File: src/dscp_pkg.sv
// dscp_pkg: constants shared by the serial command port of the current-output converter.
// assumes: every file refers to names here as dscp_pkg::name, nothing is imported.
package dscp_pkg;

   // frame layout
   localparam int          FRAME_BITS  = 24;
   localparam int          ADDR_MSB    = 23;
   localparam int          ADDR_LSB    = 16;
   localparam int          DATA_MSB    = 15;
   localparam int          DATA_LSB    = 0;
   localparam int          WORD_BITS   = 16;
   localparam int          SEL_MSB     = 1;

   // rising-edge counter saturates just past one frame
   localparam int          CNT_W       = 6;
   localparam logic [5:0]  CNT_FRAME   = 6'h18;
   localparam logic [5:0]  CNT_MAX     = 6'h19;

   // address byte targets
   localparam logic [7:0]  ADDR_NOP    = 8'h00;
   localparam logic [7:0]  ADDR_CODE   = 8'h01;
   localparam logic [7:0]  ADDR_READ   = 8'h02;
   localparam logic [7:0]  ADDR_CONFIG = 8'h55;
   localparam logic [7:0]  ADDR_RESET  = 8'h56;

   // readback selector in the two low data bits
   localparam logic [1:0]  SEL_STATUS  = 2'h0;
   localparam logic [1:0]  SEL_CODE    = 2'h1;
   localparam logic [1:0]  SEL_CONFIG  = 2'h2;

   // configuration fields
   localparam int          CFG_CHAIN_BIT = 3;
   localparam int          CFG_OUTEN_BIT = 12;

   // reset values: power-on clears everything but the calibration reload flag
   localparam logic [15:0] WORD_RESET  = 16'h0000;
   localparam logic [23:0] FRAME_RESET = 24'h000000;
   localparam logic [7:0]  READ_PAD    = 8'h00;

   // converter core split
   localparam int          SEG_BITS    = 4;
   localparam int          SEG_COUNT   = 15;
   localparam int          LADDER_MAX  = 12;
   localparam int          RES_FULL    = 16;

   // pin synchroniser inputs: serial clock, serial data, load strobe
   localparam int          PIN_COUNT   = 3;
   localparam int          PIN_SCLK    = 0;
   localparam int          PIN_SERIAL_IN    = 1;
   localparam int          PIN_LOAD    = 2;

endpackage

File: src/dscp_port.sv
// dscp_port: serial command port of a single-channel current-output converter.
// assumes: pins arrive asynchronously to CLK; serial clock well below CLK/4 so edges are seen.
`timescale 1ns/1ps
//Contract
// - 24-bit shift register takes serial input MSB first on serial clock rise.
// - frame is address byte in bits 23..16, data word in bits 15..0.
// - every load strobe rise commits the last 24 bits to the addressed target.
// - shifting continues whatever level the load strobe has.
// - address 00 nop, 01 code, 02 readback, 55 configuration, 56 reset.
// - chaining is on only while the chain-enable configuration bit is set.
// - in chain mode, past 24 pulses, shifted-out bits appear on serial output.
// - serial output changes on falling serial clock edge for next rising edge.
// - one shared strobe rise commits the frame in every chained device.
// - readback selector in data bits 1..0: status, code, configuration.
// - serial output floats unless readback or chain output is active.
// - readback commit drives serial output; next strobe after shifting floats it.
// - frame after readback is a nop, during which selected register shifts out.
// - top four code bits drive 15 segments, rest drive the binary ladder.
// - 12-bit variant uses data bits 15..4 and ignores bits 3..0.
// - power-on clears every register but sets the calibration reload flag, output disabled.
// - reset target acts like power-on reset and reloads calibration.
module dscp_port #(
   parameter int RES = 16
) (
   input  wire logic                             CLK,
   input  wire logic                             RST_B,
   input  wire logic                             SERIAL_CLK,
   input  wire logic                             SERIAL_IN,
   input  wire logic                             LOAD,
   output logic                                  SERIAL_OUT,
   output logic                                  SERIAL_OUT_OE,
   output logic      [RES-1:0]                   OUTPUT_CODE,
   output logic      [dscp_pkg::WORD_BITS-1:0]   CONFIGURATION,
   output logic                                  OUTPUT_ENABLE,
   output logic      [dscp_pkg::SEG_COUNT-1:0]   SEGMENT_SWITCHES,
   output logic      [dscp_pkg::LADDER_MAX-1:0]  LADDER_SWITCHES,
   output logic                                  CAL_RELOAD
);

   typedef enum logic [1:0] {
      RB_IDLE  = 2'b00,
      RB_ARMED = 2'b01,
      RB_SHIFT = 2'b10
   } dscp_rb_type;

   typedef struct packed {
      logic                                  sclk_p;
      logic                                  load_p;
      logic [dscp_pkg::FRAME_BITS-1:0]       sr;
      logic [dscp_pkg::CNT_W-1:0]            cnt;
      logic [dscp_pkg::WORD_BITS-1:0]        code;
      logic [dscp_pkg::WORD_BITS-1:0]        cfg;
      dscp_rb_type                           rb;
      logic [dscp_pkg::FRAME_BITS-1:0]       rb_sr;
      logic                                  serial_out;
      logic                                  sdo_oe;
      logic [dscp_pkg::SEG_COUNT-1:0]        seg;
      logic [dscp_pkg::LADDER_MAX-1:0]       lad;
      logic                                  cal;
   } dscp_state_type;

   dscp_state_type s_q;
   dscp_state_type s_d;

   logic [dscp_pkg::PIN_COUNT-1:0]        pins_raw;
   logic [dscp_pkg::PIN_COUNT-1:0]        pins;
   logic                                  sclk;
   logic                                  serial_in;
   logic                                  load;
   logic                                  sclk_rise;
   logic                                  sclk_fall;
   logic                                  load_rise;
   logic [dscp_pkg::FRAME_BITS-1:0]       frame;
   logic [7:0]                            addr;
   logic [dscp_pkg::WORD_BITS-1:0]        word;
   logic [RES-1:0]                        dac_code;
   logic [dscp_pkg::SEG_COUNT-1:0]        seg_next;
   logic [dscp_pkg::LADDER_MAX-1:0]       lad_next;
   logic                                  chain_on;

   // keep only the resolution bits, left-aligned in the data word
   function automatic logic [dscp_pkg::WORD_BITS-1:0] trim_code(input logic [dscp_pkg::WORD_BITS-1:0] w);
      logic [dscp_pkg::WORD_BITS-1:0] m;
      m = {dscp_pkg::WORD_BITS{1'b1}} << (dscp_pkg::RES_FULL - RES);
      return w & m;
   endfunction

   // register chosen for readback, padded to a whole frame
   function automatic logic [dscp_pkg::FRAME_BITS-1:0] read_word(input logic [1:0] sel,
                                                                 input logic [dscp_pkg::WORD_BITS-1:0] c,
                                                                 input logic [dscp_pkg::WORD_BITS-1:0] f);
      logic [dscp_pkg::WORD_BITS-1:0] w;
      case (sel)
         dscp_pkg::SEL_STATUS: w = dscp_pkg::WORD_RESET;
         dscp_pkg::SEL_CODE:   w = c;
         dscp_pkg::SEL_CONFIG: w = f;
         default:              w = dscp_pkg::WORD_RESET;
      endcase
      return {dscp_pkg::READ_PAD, w};
   endfunction

   assign pins_raw[dscp_pkg::PIN_SCLK] = SERIAL_CLK;
   assign pins_raw[dscp_pkg::PIN_SERIAL_IN] = SERIAL_IN;
   assign pins_raw[dscp_pkg::PIN_LOAD] = LOAD;

   dscp_sync #(
      .W (dscp_pkg::PIN_COUNT)
   ) u_sync (
      .clk   (CLK),
      .rst_b (RST_B),
      .d     (pins_raw),
      .q     (pins)
   );

   assign sclk      = pins[dscp_pkg::PIN_SCLK];
   assign serial_in      = pins[dscp_pkg::PIN_SERIAL_IN];
   assign load      = pins[dscp_pkg::PIN_LOAD];
   assign sclk_rise = sclk & ~s_q.sclk_p;
   assign sclk_fall = ~sclk & s_q.sclk_p;
   assign load_rise = load & ~s_q.load_p;

   // the frame committed by a strobe includes a bit arriving in the same cycle
   assign frame = sclk_rise ? {s_q.sr[dscp_pkg::FRAME_BITS-2:0], serial_in} : s_q.sr;
   assign addr  = frame[dscp_pkg::ADDR_MSB:dscp_pkg::ADDR_LSB];
   assign word  = frame[dscp_pkg::DATA_MSB:dscp_pkg::DATA_LSB];

   assign chain_on = s_q.cfg[dscp_pkg::CFG_CHAIN_BIT];

   assign dac_code = s_q.code[dscp_pkg::WORD_BITS-1 -: RES];

   dscp_core_map #(
      .RES (RES)
   ) u_map (
      .code     (dac_code),
      .segments (seg_next),
      .ladder   (lad_next)
   );

   always_comb begin
      s_d        = s_q;
      s_d.sclk_p = sclk;
      s_d.load_p = load;
      s_d.cal    = 1'b0;
      s_d.seg    = seg_next;
      s_d.lad    = lad_next;

      // shifting never looks at the strobe level
      if (sclk_rise) begin
         s_d.sr = frame;
         if (s_q.cnt != dscp_pkg::CNT_MAX) begin
            s_d.cnt = s_q.cnt + 6'h01;
         end
         if (s_q.rb == RB_ARMED) begin
            s_d.rb = RB_SHIFT;
         end
      end

      // outgoing bit moves on the falling edge so the next device samples it stable
      if (sclk_fall) begin
         if (s_q.rb != RB_IDLE) begin
            s_d.rb_sr = {s_q.rb_sr[dscp_pkg::FRAME_BITS-2:0], 1'b0};
            s_d.serial_out   = s_q.rb_sr[dscp_pkg::FRAME_BITS-2];
         end else if (chain_on && s_q.cnt >= dscp_pkg::CNT_FRAME) begin
            s_d.serial_out    = s_q.sr[dscp_pkg::FRAME_BITS-1];
            s_d.sdo_oe = 1'b1;
         end
      end

      if (!chain_on && s_q.rb == RB_IDLE) begin
         s_d.sdo_oe = 1'b0;
      end

      // one strobe edge commits the frame here and in every chained device
      if (load_rise) begin
         s_d.cnt = '0;
         if (s_q.rb == RB_SHIFT || s_q.rb == RB_ARMED) begin
            s_d.rb     = RB_IDLE;
            s_d.sdo_oe = 1'b0;
            s_d.serial_out    = 1'b0;
         end else if (!chain_on) begin
            s_d.sdo_oe = 1'b0;
         end
         case (addr)
            dscp_pkg::ADDR_NOP: begin
               s_d.code = s_q.code;
            end
            dscp_pkg::ADDR_CODE: begin
               s_d.code = trim_code(word);
            end
            dscp_pkg::ADDR_READ: begin
               s_d.rb_sr  = read_word(word[dscp_pkg::SEL_MSB:0], s_q.code, s_q.cfg);
               s_d.serial_out    = s_d.rb_sr[dscp_pkg::FRAME_BITS-1];
               s_d.sdo_oe = 1'b1;
               s_d.rb     = RB_ARMED;
            end
            dscp_pkg::ADDR_CONFIG: begin
               s_d.cfg = word;
               if (!word[dscp_pkg::CFG_CHAIN_BIT] && s_d.rb == RB_IDLE) begin
                  s_d.sdo_oe = 1'b0;
               end
            end
            dscp_pkg::ADDR_RESET: begin
               s_d.code   = dscp_pkg::WORD_RESET;
               s_d.cfg    = dscp_pkg::WORD_RESET;
               s_d.rb     = RB_IDLE;
               s_d.rb_sr  = dscp_pkg::FRAME_RESET;
               s_d.serial_out    = 1'b0;
               s_d.sdo_oe = 1'b0;
               s_d.cal    = 1'b1;
            end
            default: begin
               s_d.cfg = s_q.cfg;
            end
         endcase
      end
   end

   always_ff @(posedge CLK or negedge RST_B) begin
      if (!RST_B) begin
         s_q     <= '0;
         s_q.rb  <= RB_IDLE;
         s_q.cal <= 1'b1;
      end else begin
         s_q <= s_d;
      end
   end

   assign SERIAL_OUT       = s_q.serial_out;
   assign SERIAL_OUT_OE    = s_q.sdo_oe;
   assign OUTPUT_CODE      = dac_code;
   assign CONFIGURATION    = s_q.cfg;
   assign OUTPUT_ENABLE    = s_q.cfg[dscp_pkg::CFG_OUTEN_BIT];
   assign SEGMENT_SWITCHES = s_q.seg;
   assign LADDER_SWITCHES  = s_q.lad;
   assign CAL_RELOAD       = s_q.cal;

endmodule

File: src/dscp_sync.sv
// dscp_sync: two-flop synchroniser for a group of asynchronous pin levels.
// assumes: inputs are independent levels; no output is a bus word needing coherence.
`timescale 1ns/1ps
module dscp_sync #(
   parameter int W = 1
) (
   input  wire logic         clk,
   input  wire logic         rst_b,
   input  wire logic [W-1:0] d,
   output logic      [W-1:0] q
);

   typedef struct packed {
      logic [W-1:0] meta;
      logic [W-1:0] stable;
   } dscp_sync_type;

   dscp_sync_type s_q;
   dscp_sync_type s_d;

   always_comb begin
      s_d        = s_q;
      s_d.meta   = d;
      s_d.stable = s_q.meta;
   end

   always_ff @(posedge clk or negedge rst_b) begin
      if (!rst_b) begin
         s_q <= '0;
      end else begin
         s_q <= s_d;
      end
   end

   assign q = s_q.stable;

endmodule

File: src/dscp_core_map.sv
// dscp_core_map: splits a converter code into thermometer segments and binary ladder bits.
// assumes: caller registers the outputs; RES between 5 and 16.
`timescale 1ns/1ps
module dscp_core_map #(
   parameter int RES = 16
) (
   input  wire logic [RES-1:0]                   code,
   output logic      [dscp_pkg::SEG_COUNT-1:0]  segments,
   output logic      [dscp_pkg::LADDER_MAX-1:0] ladder
);

   localparam int LAD = RES - dscp_pkg::SEG_BITS;

   logic [dscp_pkg::SEG_BITS-1:0] top;

   always_comb begin
      top = code[RES-1 -: dscp_pkg::SEG_BITS];
      // segment i closes once the top nibble exceeds i
      for (int i = 0; i < dscp_pkg::SEG_COUNT; i++) begin
         segments[i] = (top > i[dscp_pkg::SEG_BITS-1:0]);
      end
      ladder = '0;
      ladder[LAD-1:0] = code[LAD-1:0];
   end

endmodule

File: config.mk
export PLATFORM = sky130hd
export DESIGN_NAME = dscp_port
export DESIGN_NICKNAME = d
export VERILOG_FILES = /design/src/dscp_pkg.sv /design/src/dscp_port.sv /design/src/dscp_sync.sv /design/src/dscp_core_map.sv
export SDC_FILE = /design/constraint.sdc
export NUM_CORES = 1
export LEC_CHECK = 0
export BUFFER_PORTS_ARGS = -buffer_cell sky130_fd_sc_hd__buf_2
export CORE_MARGIN = 10
export CORE_UTILIZATION = 54
export CTS_BUF_LIST = sky130_fd_sc_hd__clkbuf_4
export DETAILED_ROUTE_END_ITERATION = 8
export GPL_TIMING_DRIVEN = 0
export HOLD_SLACK_MARGIN = 0.08
export PLACE_DENSITY = 0.76
export SYNTH_ARGS = -nofsm -noshare
export SYNTH_HDL_FRONTEND = slang
export SYNTH_SLANG_ARGS = --single-unit
export TNS_END_PERCENT = 1
File: constraint.sdc
create_clock -name CLK -period 2 [get_ports CLK]
set_input_delay 0.2 -clock CLK [delete_from_list [all_inputs] [get_ports CLK]]
set_output_delay 0.2 -clock CLK [all_outputs]
set_load 0.005 [all_outputs]
Yosys cells after proc, flatten, opt, wreduce, memory -nomap -nowiden
Cells that the tools add are included.
W data, S select, Z words.
{"block": "word_totals", "input_bits": 5, "register_bits": 126, "wordCells": 90, "out_inout_bits": 63}
{"block": "classes", "addsub": 1, "reduce_logical": 16, "n_eq_ne": 9, "muxes": 27, "n_lt_le_gt_ge": 16, "bitwise_logic": 6}
{"op": "$pmux W16 S2", "n": 3}
{"op": "$mux W66", "n": 1}
{"op": "$pmux W27 S2", "n": 1}
{"op": "$mux W24", "n": 2}
{"op": "$gt A4 B4 Y1 const B", "n": 7}
{"op": "$mux W26", "n": 1}
{"op": "$eq A8 B7 Y1 const B", "n": 2}
{"op": "$gt A4 B3 Y1 const B", "n": 4}
{"op": "$mux W2", "n": 7}
{"op": "$mux W6", "n": 2}
{"op": "$reduce_bool A2 Y1", "n": 5}
{"op": "$mux W1", "n": 9}
{"op": "$eq A8 B1 Y1 const B", "n": 1}
{"op": "$eq A8 B2 Y1 const B", "n": 1}
{"op": "$gt A4 B1 Y1 const B", "n": 2}
{"op": "$gt A4 B2 Y1 const B", "n": 2}
{"op": "$add A6 B1 Y6 const B", "n": 1}
{"op": "$ge A6 B5 Y1 const B", "n": 1}
{"op": "$ne A6 B5 Y1 const B", "n": 1}
{"op": "$reduce_and A2 Y1", "n": 3}
{"op": "$eq A2 B1 Y1 const B", "n": 2}
{"op": "$eq A2 B2 Y1 const B", "n": 2}
{"op": "$logic_not A2 Y1", "n": 2}
{"op": "$and A1 B1 Y1", "n": 3}
{"op": "other kinds (5)", "n": 10}

Longest topological paths before layout
Gate-level depths: netlist (run 1).
{"block": "logic_depth", "word_depth": 13, "mapped_depth": 9}

Cells and area by module
A second synthesis (run 1) with hierarchy kept.
{"block": "unflattened", "cells_unflattened": 491, "hier_area_um2": 5746.8}
{"module": "dscp_port", "cells_each": 449, "instances": 1, "area_per_inst_um2": 5366.4}
{"module": "dscp_core_map", "cells_each": 36, "instances": 1, "area_per_inst_um2": 230.2}
{"module": "dscp_sync", "cells_each": 6, "instances": 1, "area_per_inst_um2": 150.1}

Least setup slack after synthesis (run 1)
No wires, ideal clock.
{"block": "synth_timing", "path_type": "flip-flop to flip-flop", "start": "register u_sync.s_q, in the netlist u_sync.q[0]", "end": "register s_q[30] in the netlist's numbering", "path_stages_with_launch": 9, "path_buffers": 3, "setup_slack_ps": -133, "setup_ps": 101, "arrival_time_ps": 2032, "cell_sequence": "dfrtp_1 -> nor2b_2 -> buf_6 -> mux2i_1 -> ha_1 -> clkbuf_1 -> clkbuf_1 -> a22oi_1 -> o32ai_1"}
{"element": "from (decl)", "line_no": "dscp_sync.sv:18", "rtl": "dscp_sync_type s_q;"}
{"element": "from (signal assigned)", "line_no": "dscp_sync.sv:29", "rtl": "s_q <= '0;"}
{"element": "from (signal assigned)", "line_no": "dscp_sync.sv:31", "rtl": "s_q <= s_d;"}
{"element": "to (decl)", "line_no": "dscp_port.sv:62", "rtl": "dscp_state_type s_q;"}

Worst setup path in the final report (run 1)
{"block": "layout_timing", "start": "register s_q[119] in the netlist's numbering", "end": "register s_q, in the netlist OUTPUT_CODE[5]"}
{"block": "layout_between", "elab_chain_len": 6, "elab_cells_between_ends": 8, "classes_between": "eq/ne (2); mux (2); bitwise (2); reduce/logical (2)"}
{"element": "$not A1 Y1 (*)", "line_no": "dscp_port.sv:118", "rtl": "assign sclk_rise = sclk & ~s_q.sclk_p;"}
{"element": "$and A1 B1 Y1 (*)", "line_no": "dscp_port.sv:118"}
{"element": "$mux W24 (*)", "line_no": "dscp_port.sv:123", "rtl": "assign frame = sclk_rise ? {s_q.sr[dscp_pkg::FRAME_BITS-2:0], serial_in} : s_q.sr;"}
{"element": "$eq A8 B7 Y1 / $eq A8 B1 Y1 (equally long branches)", "line_no": "dscp_port.sv:183", "rtl": "case (addr)"}
{"element": "$reduce_bool A2 Y1 (no source line)"}
{"element": "$reduce_and A2 Y1 (no source line)"}
Every way passes the cells marked *; elsewhere a longest branch is shown, timed or not.
A chain may end at the register's enable or synchronous reset.

==> flow_summary.ini, run 1 <==
[outcome]
outcome = finished with violations
violations = setup timing

[critical_path]
required_ns = 2.42
critPathBufInv = 3
cpPeakStageDelay_ns = 0.46
cp_max_fo = 8
cp_top_family = simple AND/OR/NAND/NOR gates
arrival_ns = 2.43
cp.depth = 8
r2r_cells = 8
crit_slowest_cell = dfrtp_2
start_kind = flop
crit_type = flop to flop
critPathMostFrequentCell = buf_6
worstPathCellList = nor2b_4 -> buf_6 -> o2111ai_4 -> or3b_1 -> buf_6 -> and2_4 -> clkbuf_16 -> o2bb2ai_2
endpoint_kind = flop

[power_and_ir_drop]
total_power_mw = 5.74
power_density_mw_per_mm2 = 830
ir_drop_uv = 479
leakage_nw = 3.47

[detailed_routing]
ant_nets = 0
detailroute.via_count = 3916
routedWlPerCell_um = 16.8
wl_mm = 12.4
first_iter_violations = 267
routed_via_density = 5.33
drc = 0
dr.pass1.iters = 4

[global_routing]
grt_usage = 0.169
grt_max_degree = 79
grt_pass1_wl_mm = 20.0
antenna_found_initial = 0
grt_pass1_vias = 3928
grt-ovfl-total = 0

[place]
gp_congestion = 0.872
portBuffers = 67
place_hpwl_mm = 8.20
place_ws_ns = -0.620

[die]
core_mm2 = 0.0102
die_area_mm2 = 0.0149
die_w_um = 122
io_pins = 68
die_h_um = 122
fp-row-count = 37
initial_core_util = 0.548

[logic_synthesis]
yosysTopAreaCell = dfrtp_1
synth_cells = 487
synth_top_area_frac = 0.554
yosysUniqueCellTypes = 51
ys_seq_area_frac = 0.558
syn_area_mm2 = 0.00561
synth_edf_count = 0
avgSynthCellArea_um2 = 11.5
syn-num-nets = 501
synth-main-ff-cell = dfrtp_1
netlist_top_cells_area = dfrtp_1 55%, buf_4 7.9%, mux2i_1 7.0%, nand2_1 2.9%, o2bb2ai_2 2.7%
ys_ff_latch = 125
ys_async_sr_fraction = 1.00
yosys_warnings = 0

[sta]
fin_tns_setup_ns = -0.0271
setup_viol = 5
fin_crit_ns = 2.01
slew_headroom = 0.673
final_hold_viol_count = 0
worstMarginPinSlew_ns = 0.490
fmax_ghz = 0.497
rsz0062_at_grt = true
skew_ns = 0.0160
setup_slack_ns = -0.0107
drv_slew = 0
fin_crit_sh = 1.01

[cts]
cts_tree = built
clock_latency_ns = 0.53
clockBufferDepth = 2
htreeDepth = 4
clk_pin_slew_worst_paths_ns = 0.11
cts_buffers = 17
root_buffer = clkbuf_4
clock-sinks = 125

[worst_hold_path]
hold_class = input pin to async pin

[finish]
final_common_cell = dfrtp_1
postLayoutCoreUtil = 0.676
syn_to_final_growth_pct = 23.4
drive_above_1_share = 0.401
finalNetCount = 602
layout_common_cells = 122 x dfrtp_1, 73 x buf_4, 69 x buf_2, 42 x nand2_1, 36 x mux2i_1
num_antenna_cells = 0

[run]
maxCapViolCount = 0
==> synthesized netlist by cell type (2+ instances only) <==
cell	count
dfrtp_1	124
buf_4	59
nand2_1	44
mux2i_1	39
o21ai_0	28
inv_1	26
nor2_1	21
a22oi_1	16
clkbuf_1	16
o32ai_1	16
o2bb2ai_2	10
ha_1	9
buf_2	6
nand2b_1	6
o2bb2ai_1	6
nand3_1	5
a21oi_1	4
buf_6	4
nand3b_1	4
a31o_2	3
o21a_1	3
or3_1	3
a21boi_0	2
and2_1	2
and3_1	2
buf_1	2
nor2b_1	2
o2111ai_1	2
==> report_power, final <==
part,internal (mW),switching (mW)
combinational,0.473,0.589
clock,0.858,0.880
sequential,2.76,0.187
==> what timing repair did <==
item                                   4_1_cts  5_1_grt
endpoints found under the hold margin      127        0
setup endpoints to repair                   51       45
resized for setup                           45       39
hold buffers                                 4        0
pin swaps                                    3        3
setup buffers                               10        4
gates cloned                                 1        1
==> cells by family after synthesis <==
kind of cell / Yosys count / share of synthesized area
multiplexers: 39 / 0.0696
AO/OA/AOI/OAI: 100 / 0.142
buffers and inverters: 113 / 0.122
adder cells (fa/ha/maj): 9 / 0.0201
AND/OR/NAND/NOR: 99 / 0.0850
XOR/XNOR: 2 / 0.00313
flip-flops: 125 / 0.558
==> worst paths after layout <==
path,from,slack (ns),end
max,s_q[119],-0.01,OUTPUT_CODE[5]
min,RST_B,0.17,SEGMENT_SWITCHES[1]
max reg2reg,s_q[119],-0.01,OUTPUT_CODE[5]
min reg2reg,u_sync.s_d[1],0.36,u_sync.q[1]
max in group asynchronous,RST_B,1.07,CAL_RELOAD
min in group CLK,SERIAL_IN,0.30,u_sync.s_d[1]
==> flip-flops by register name (all words and copies together), names as in the netlist, named ones only <==
signal / flops
u_sync.s_d: 3
OUTPUT_CODE: 16
SERIAL_OUT_OE: 1
CAL_RELOAD: 1
SERIAL_OUT: 1
s_q: 55
LADDER_SWITCHES: 12
u_sync.q: 3
SEGMENT_SWITCHES: 15
CONFIGURATION: 16
==> per-stage QoR <==
step	instance area [um^2]	cells	hold slack, ns
4_1_cts	6730	733	0.168
3_3_place_gp	6120	690	0.309
2_1_floorplan	5610	487	-0.0956
6_report	6920	735	0.169
5_1_grt	6920	735	0.194
3_5_place_dp	6150	691	0.160
==> cell type report <==
class | count | area [um^2]
timing repair buffer | 88 | 544
sequential | 125 | 3130
multi-input combinational | 249 | 2060
clock inverter | 11 | 126
tap | 136 | 170
clock buffer | 19 | 143
inverter | 26 | 97.6
fill | 731 | 3310
buffer | 81 | 648
==> layer usage <==
metal  wire length (um)  GRT usage  vias to the layer above
met5                  0          0                        -
met4                187     0.0604                        0
met3                867     0.0550                       19
met2               6190      0.279                      113
met1               5120      0.202                     1949
li1                   -          -                     1835
No activity file was read; power rests on OpenSTA's default activity.
==> run 2, diff against run 1 <==
--- a/config.mk
+++ b/config.mk
@@ -13,7 +13,7 @@
 export GPL_TIMING_DRIVEN = 0
 export HOLD_SLACK_MARGIN = 0.08
 export PLACE_DENSITY = 0.76
+export SETUP_SLACK_MARGIN = 0.2
 export SYNTH_ARGS = -nofsm -noshare
 export SYNTH_HDL_FRONTEND = slang
 export SYNTH_SLANG_ARGS = --single-unit
-export TNS_END_PERCENT = 1
==> flow_summary.ini, run 2 (same netlist as run 1, synthesis figures left out) <==
[outcome]
outcome = finished with violations
violations = setup timing

[finish]
syn_to_final_growth_pct = 32.9
final_area_mm2 = 0.00745
final_common_cell = dfrtp_1
largest_reg_flops = 55
layout_common_cells = 122 x dfrtp_1, 88 x buf_4, 66 x buf_2, 41 x nand2_1, 32 x mux2i_1
finalNetCount = 629
largest-register = s_q
drive_above_1_share = 0.473

[critical_path]
cp_max_fo = 6
crit_type = flop to flop
endpoint_kind = flop
cpPeakStageDelay_ns = 0.46
required_ns = 2.42
crit_slowest_cell = dfrtp_2
critPathMostFrequentCell = clkbuf_16
arrival_ns = 2.52
start_kind = flop
worstPathCellList = buf_6 -> or2b_4 -> mux2i_4 -> inv_2 -> ha_4 -> clkbuf_16 -> clkbuf_16 -> a22oi_2 -> o32ai_2

[detailed_routing]
drc = 0
routedWlPerCell_um = 19.2
ant_nets = 0
wl_mm = 14.7
dr.pass1.iters = 5
detailroute.via_count = 4210
first_iter_violations = 303
routed_via_density = 5.50

[die]
core_mm2 = 0.0102
fp-row-count = 37
io_pins = 68
die_h_um = 122
die_w_um = 122
die_area_mm2 = 0.0149
initial_core_util = 0.548

[power_and_ir_drop]
clkPwrFrac = 0.304
switching_power_mw = 1.86
seq_power_share = 0.475
p_int_mw = 4.37
total_power_mw = 6.23
ir_drop_uv = 480
power_density_mw_per_mm2 = 836
leakage_nw = 3.67
netSwitchingFraction = 0.299
pwr-share-comb = 0.221

[sta]
setup_slack_ns = -0.0974
fin_crit_sh = 1.05
worstMarginPinSlew_ns = 0.496
drv_slew = 0
rsz0062_at_grt = true
fin_crit_ns = 2.10
skew_ns = 0.0272
final_hold_viol_count = 0
slew_headroom = 0.669
setup_viol = 26
fmax_ghz = 0.477

[cts]
cts_tree = built
htreeDepth = 4
clockBufferDepth = 2
clock_latency_ns = 0.53
root_buffer = clkbuf_4
clock-sinks = 125
clk_pin_slew_worst_paths_ns = 0.12
cts_buffers = 17

[place]
place_ws_ns = -0.512
gp_congestion = 0.821
placed_cell_area_mm2 = 0.00623
portBuffers = 67
place_hpwl_mm = 8.46

[global_routing]
grt-ovfl-total = 0
grt_pass1_vias = 4357
antenna_found_initial = 1
grt_max_degree = 82
grt_pass1_wl_mm = 22.3
grt_usage = 0.190

[run]
maxCapViolCount = 0

[worst_hold_path]
hold_class = input pin to async pin
-- run 2: changes by cell type in the layout (fill, tap and decap cells not counted), moves of 4 or more --
cell and delta:
clkbuf_4 +4, buf_8 +5, o32ai_1 -6, mux2i_2 +4, a22oi_2 +10, nor2_4 +6
o32ai_2 +5, a22oi_1 -10, nor2_1 -6, mux2i_1 -4, buf_4 +15
-- run 2: metal layers --
metal	track usage	vias to the layer above	wire, um
met4	0.0857	0	422
met2	0.319	171	7500
met3	0.0412	48	942
li1	-	1899	-
met5	0	-	0
met1	0.231	2092	5810
-- run 2: final cells by class --
cell class	instances	area [um^2]
diodes	1	2.50
flip-flops and latches	125	3130
multi-input cells	249	2190
plain buffers	87	790
fillers	645	2780
clock inverters	10	140
well taps	136	170
repair buffers	109	768
clock buffers	22	165
inverters	26	97.6
-- run 2: stage by stage --
step / TNS (ns) / utilization / std cells / hold slack, ns
6_report: -1.26 / 0.728 / 765 / 0.129
2_1_floorplan: 0 / - / 487 / -0.0956
3_3_place_gp: -105.81 / 0.605 / 690 / 0.308
4_1_cts: -0.537 / 0.706 / 752 / 0.143
5_1_grt: -3.72 / 0.728 / 765 / 0.147
3_5_place_dp: -11.33 / 0.609 / 691 / 0.147
-- run 2: path summary, 6_finish.rpt --
check | startpoint | endpoint | slack (ns) | cells past startpoint
min in group CLK | SERIAL_CLK | u_sync.s_d[0] | 0.31 | 2
setup reg to reg | s_q[119] | s_q[32] | -0.1 | 9
max in group asynchronous | RST_B | s_q[119] | 1.10 | 3
setup / recovery | s_q[119] | s_q[32] | -0.1 | 9
hold / removal | RST_B | LADDER_SWITCHES[9] | 0.13 | 2
hold reg to reg | u_sync.s_d[1] | u_sync.q[1] | 0.34 | 0
-- run 2: critical path, delay by kind of cell, from the launching register on --
family                     cells  cell delay [ns]
AOI/OAI and AO/OA              2             0.33
adders and majority gates      1             0.16
buffers and inverters          4             0.53
DFF                            1             0.46
muxes                          1             0.22
and+or+nand+nor                1             0.28
-- run 2: power groups by stage --
stage / Clock [mW] / Sequential, mW / Combinational [mW]
CTS: 1.89 / 2.95 / 1.18
floorplan: 0 / 2.92 / 0.629
global route: 2.01 / 2.99 / 1.47
finish: 1.89 / 2.96 / 1.37
global placement: 0 / 2.97 / 0.861
detailed placement: 0 / 2.99 / 0.899
-- run 2: what timing repair did --
item,in CTS,in global routing
hold endpoints to repair,128,0
pin swaps,8,12
gates cloned,5,1
hold buffers,4,0
resized for setup,83,36
endpoints found under the setup margin,61,69
buffers inserted,20,11
==> run 3, diff against run 2 <==
--- a/config.mk
+++ b/config.mk
@@ -13,7 +13,6 @@
 export GPL_TIMING_DRIVEN = 0
 export HOLD_SLACK_MARGIN = 0.08
 export PLACE_DENSITY = 0.76
-export SETUP_SLACK_MARGIN = 0.2
 export SYNTH_ARGS = -nofsm -noshare
 export SYNTH_HDL_FRONTEND = slang
 export SYNTH_SLANG_ARGS = --single-unit
==> flow_summary.ini, run 3 (same netlist as run 1, synthesis figures left out) <==
[critical_path]
rr_startpoint = s_q[119]
cp_top_family = simple AND/OR/NAND/NOR gates
cpPeakStageDelay_ns = 0.53
crit_slowest_cell = or3_4
required_ns = 2.43
crit_type = flop to flop
crit_start = s_q[119]
endpoint_kind = flop
worstPathCellList = nor2b_4 -> buf_6 -> o2111ai_4 -> or3_4 -> buf_12 -> o32ai_2
r2r_slack_ns = 0.02
start_kind = flop
crit_path_end = s_q[42]
cp_max_fo = 10
critPathBufInv = 2
cp.depth = 6
rr_endpoint = s_q[42]
r2r_cells = 6
arrival_ns = 2.40

[die]
core_mm2 = 0.0102
io_pins = 68
die_w_um = 122
initial_core_util = 0.548
die_area_mm2 = 0.0149
die_h_um = 122
fp-row-count = 37

[sta]
rsz0062_at_grt = true
fin_tns_setup_ns = 0
drv_slew = 0
final_hold_viol_count = 0
slew_headroom = 0.661
worstMarginPinSlew_ns = 0.509
fin_crit_ns = 1.98
fmax_ghz = 0.506
setup_viol = 0
skew_ns = 0.0188
fin_crit_sh = 0.988

[power_and_ir_drop]
clkPwrFrac = 0.301
pwr-share-comb = 0.186
ir_drop_uv = 476
p_int_mw = 4.10
netSwitchingFraction = 0.287
power_density_mw_per_mm2 = 829
seq_power_share = 0.513
switching_power_mw = 1.65
leakage_nw = 3.48

[global_routing]
grt_max_degree = 79
grt-ovfl-total = 0
grt_usage = 0.169
antenna_found_initial = 0
grt_pass1_wl_mm = 19.9
grt_pass1_vias = 3963

[cts]
cts_buffers = 17
clockBufferDepth = 2
clock_latency_ns = 0.52
clk_pin_slew_worst_paths_ns = 0.11
cts_tree = built
clock-sinks = 125
htreeDepth = 4
root_buffer = clkbuf_4

[finish]
largest-register = s_q
largest_reg_flops = 55
drive_above_1_share = 0.398
finalNetCount = 603
num_antenna_cells = 0
final_area_mm2 = 0.00694
final_common_cell = dfrtp_1
layout_common_cells = 121 x dfrtp_1, 72 x buf_4, 68 x buf_2, 42 x nand2_1, 35 x mux2i_1
nFillCells = 732
syn_to_final_growth_pct = 23.8

[place]
place_hpwl_mm = 8.20
placed_cell_area_mm2 = 0.00615
gp_congestion = 0.872
portBuffers = 67

[detailed_routing]
detailroute.via_count = 3958
routedWlPerCell_um = 17.0
routed_via_density = 5.38
dr.pass1.iters = 4
first_iter_violations = 314
drc = 0
ant_nets = 0
wl_mm = 12.5

[run]
maxCapViolCount = 0

[worst_hold_path]
hold_class = input pin to async pin

[outcome]
outcome = completed
run 3: changes by cell type in the layout (fill, tap and decap cells not counted), sizes merged:
cell / previous run / this run
clkinvlp: 3 / 0
clkinv: 3 / 8
buf: 177 / 153
clkbuf: 37 / 32
diode: 1 / 0
inv: 27 / 26
run 3: metal layers:
layer  vias up  share of wire  global-route usage
met3        18          0.068              0.0550
met4         0          0.012              0.0589
met5         -              0                   0
met1      1985           0.40               0.199
li1       1840              -                   -
met2       115           0.52               0.284
run 3: worst min-delay path by stage:
stage	start	endpoint	slack [ns]	depth (start not counted)
3_3_place_gp	SERIAL_IN	u_sync.s_d[1]	0.31	1
2_1_floorplan	RST_B	CONFIGURATION[0]	-0.1	0
3_5_place_dp	RST_B	SEGMENT_SWITCHES[3]	0.16	1
5_1_grt	RST_B	SEGMENT_SWITCHES[1]	0.19	2
6_report	RST_B	SEGMENT_SWITCHES[1]	0.19	2
4_1_cts	RST_B	SEGMENT_SWITCHES[1]	0.17	2
run 3: repair_timing:
item                                    4_1_cts  5_1_grt
buffers inserted                             12        4
endpoints found under the hold margin       127        0
endpoints found under the setup margin       51       49
pin swaps                                     3        6
resized for setup                            44       39
hold buffers                                  4        0
cloned                                        1        2
run 3: power groups by stage:
stage | Sequential [mW] | Clock (mW) | Combinational (mW)
final | 2.95 | 1.73 | 1.07
after floorplan | 2.92 | 0 | 0.584
after global placement | 2.97 | 0 | 0.809
after detailed placement | 2.98 | 0 | 0.850
after CTS | 2.93 | 1.75 | 0.991
after global routing | 2.98 | 1.89 | 1.17
run 3: final cells by class:
| class | count | area [um^2] | area share |
|---|---|---|---|
| Buffer | 79 | 633 | 0.0912 |
| Clock buffer | 19 | 143 | 0.0205 |
| Clock inverter | 11 | 126 | 0.0182 |
| Inverter | 26 | 97.6 | 0.0141 |
| Multi-Input combinational cell | 249 | 2060 | 0.296 |
| Sequential cell | 125 | 3130 | 0.451 |
| Tap cell | 136 | 170 | 0.0245 |
| Timing Repair Buffer | 91 | 582 | 0.0838 |
run 3: per-stage QoR:
stage / power, mW / instances / hold WS (ns) / utilization / setup WS [ns]
CTS: 5.68 / 734 / 0.168 / 0.659 / -0.0648
global route: 6.03 / 736 / 0.194 / 0.678 / -0.0849
finish: 5.75 / 736 / 0.186 / 0.678 / 0.0238
global placement: 3.78 / 690 / 0.309 / 0.598 / -0.758
floorplan: 3.50 / 487 / -0.0956 / - / 0.0120
detailed placement: 3.83 / 691 / 0.160 / 0.601 / -0.620
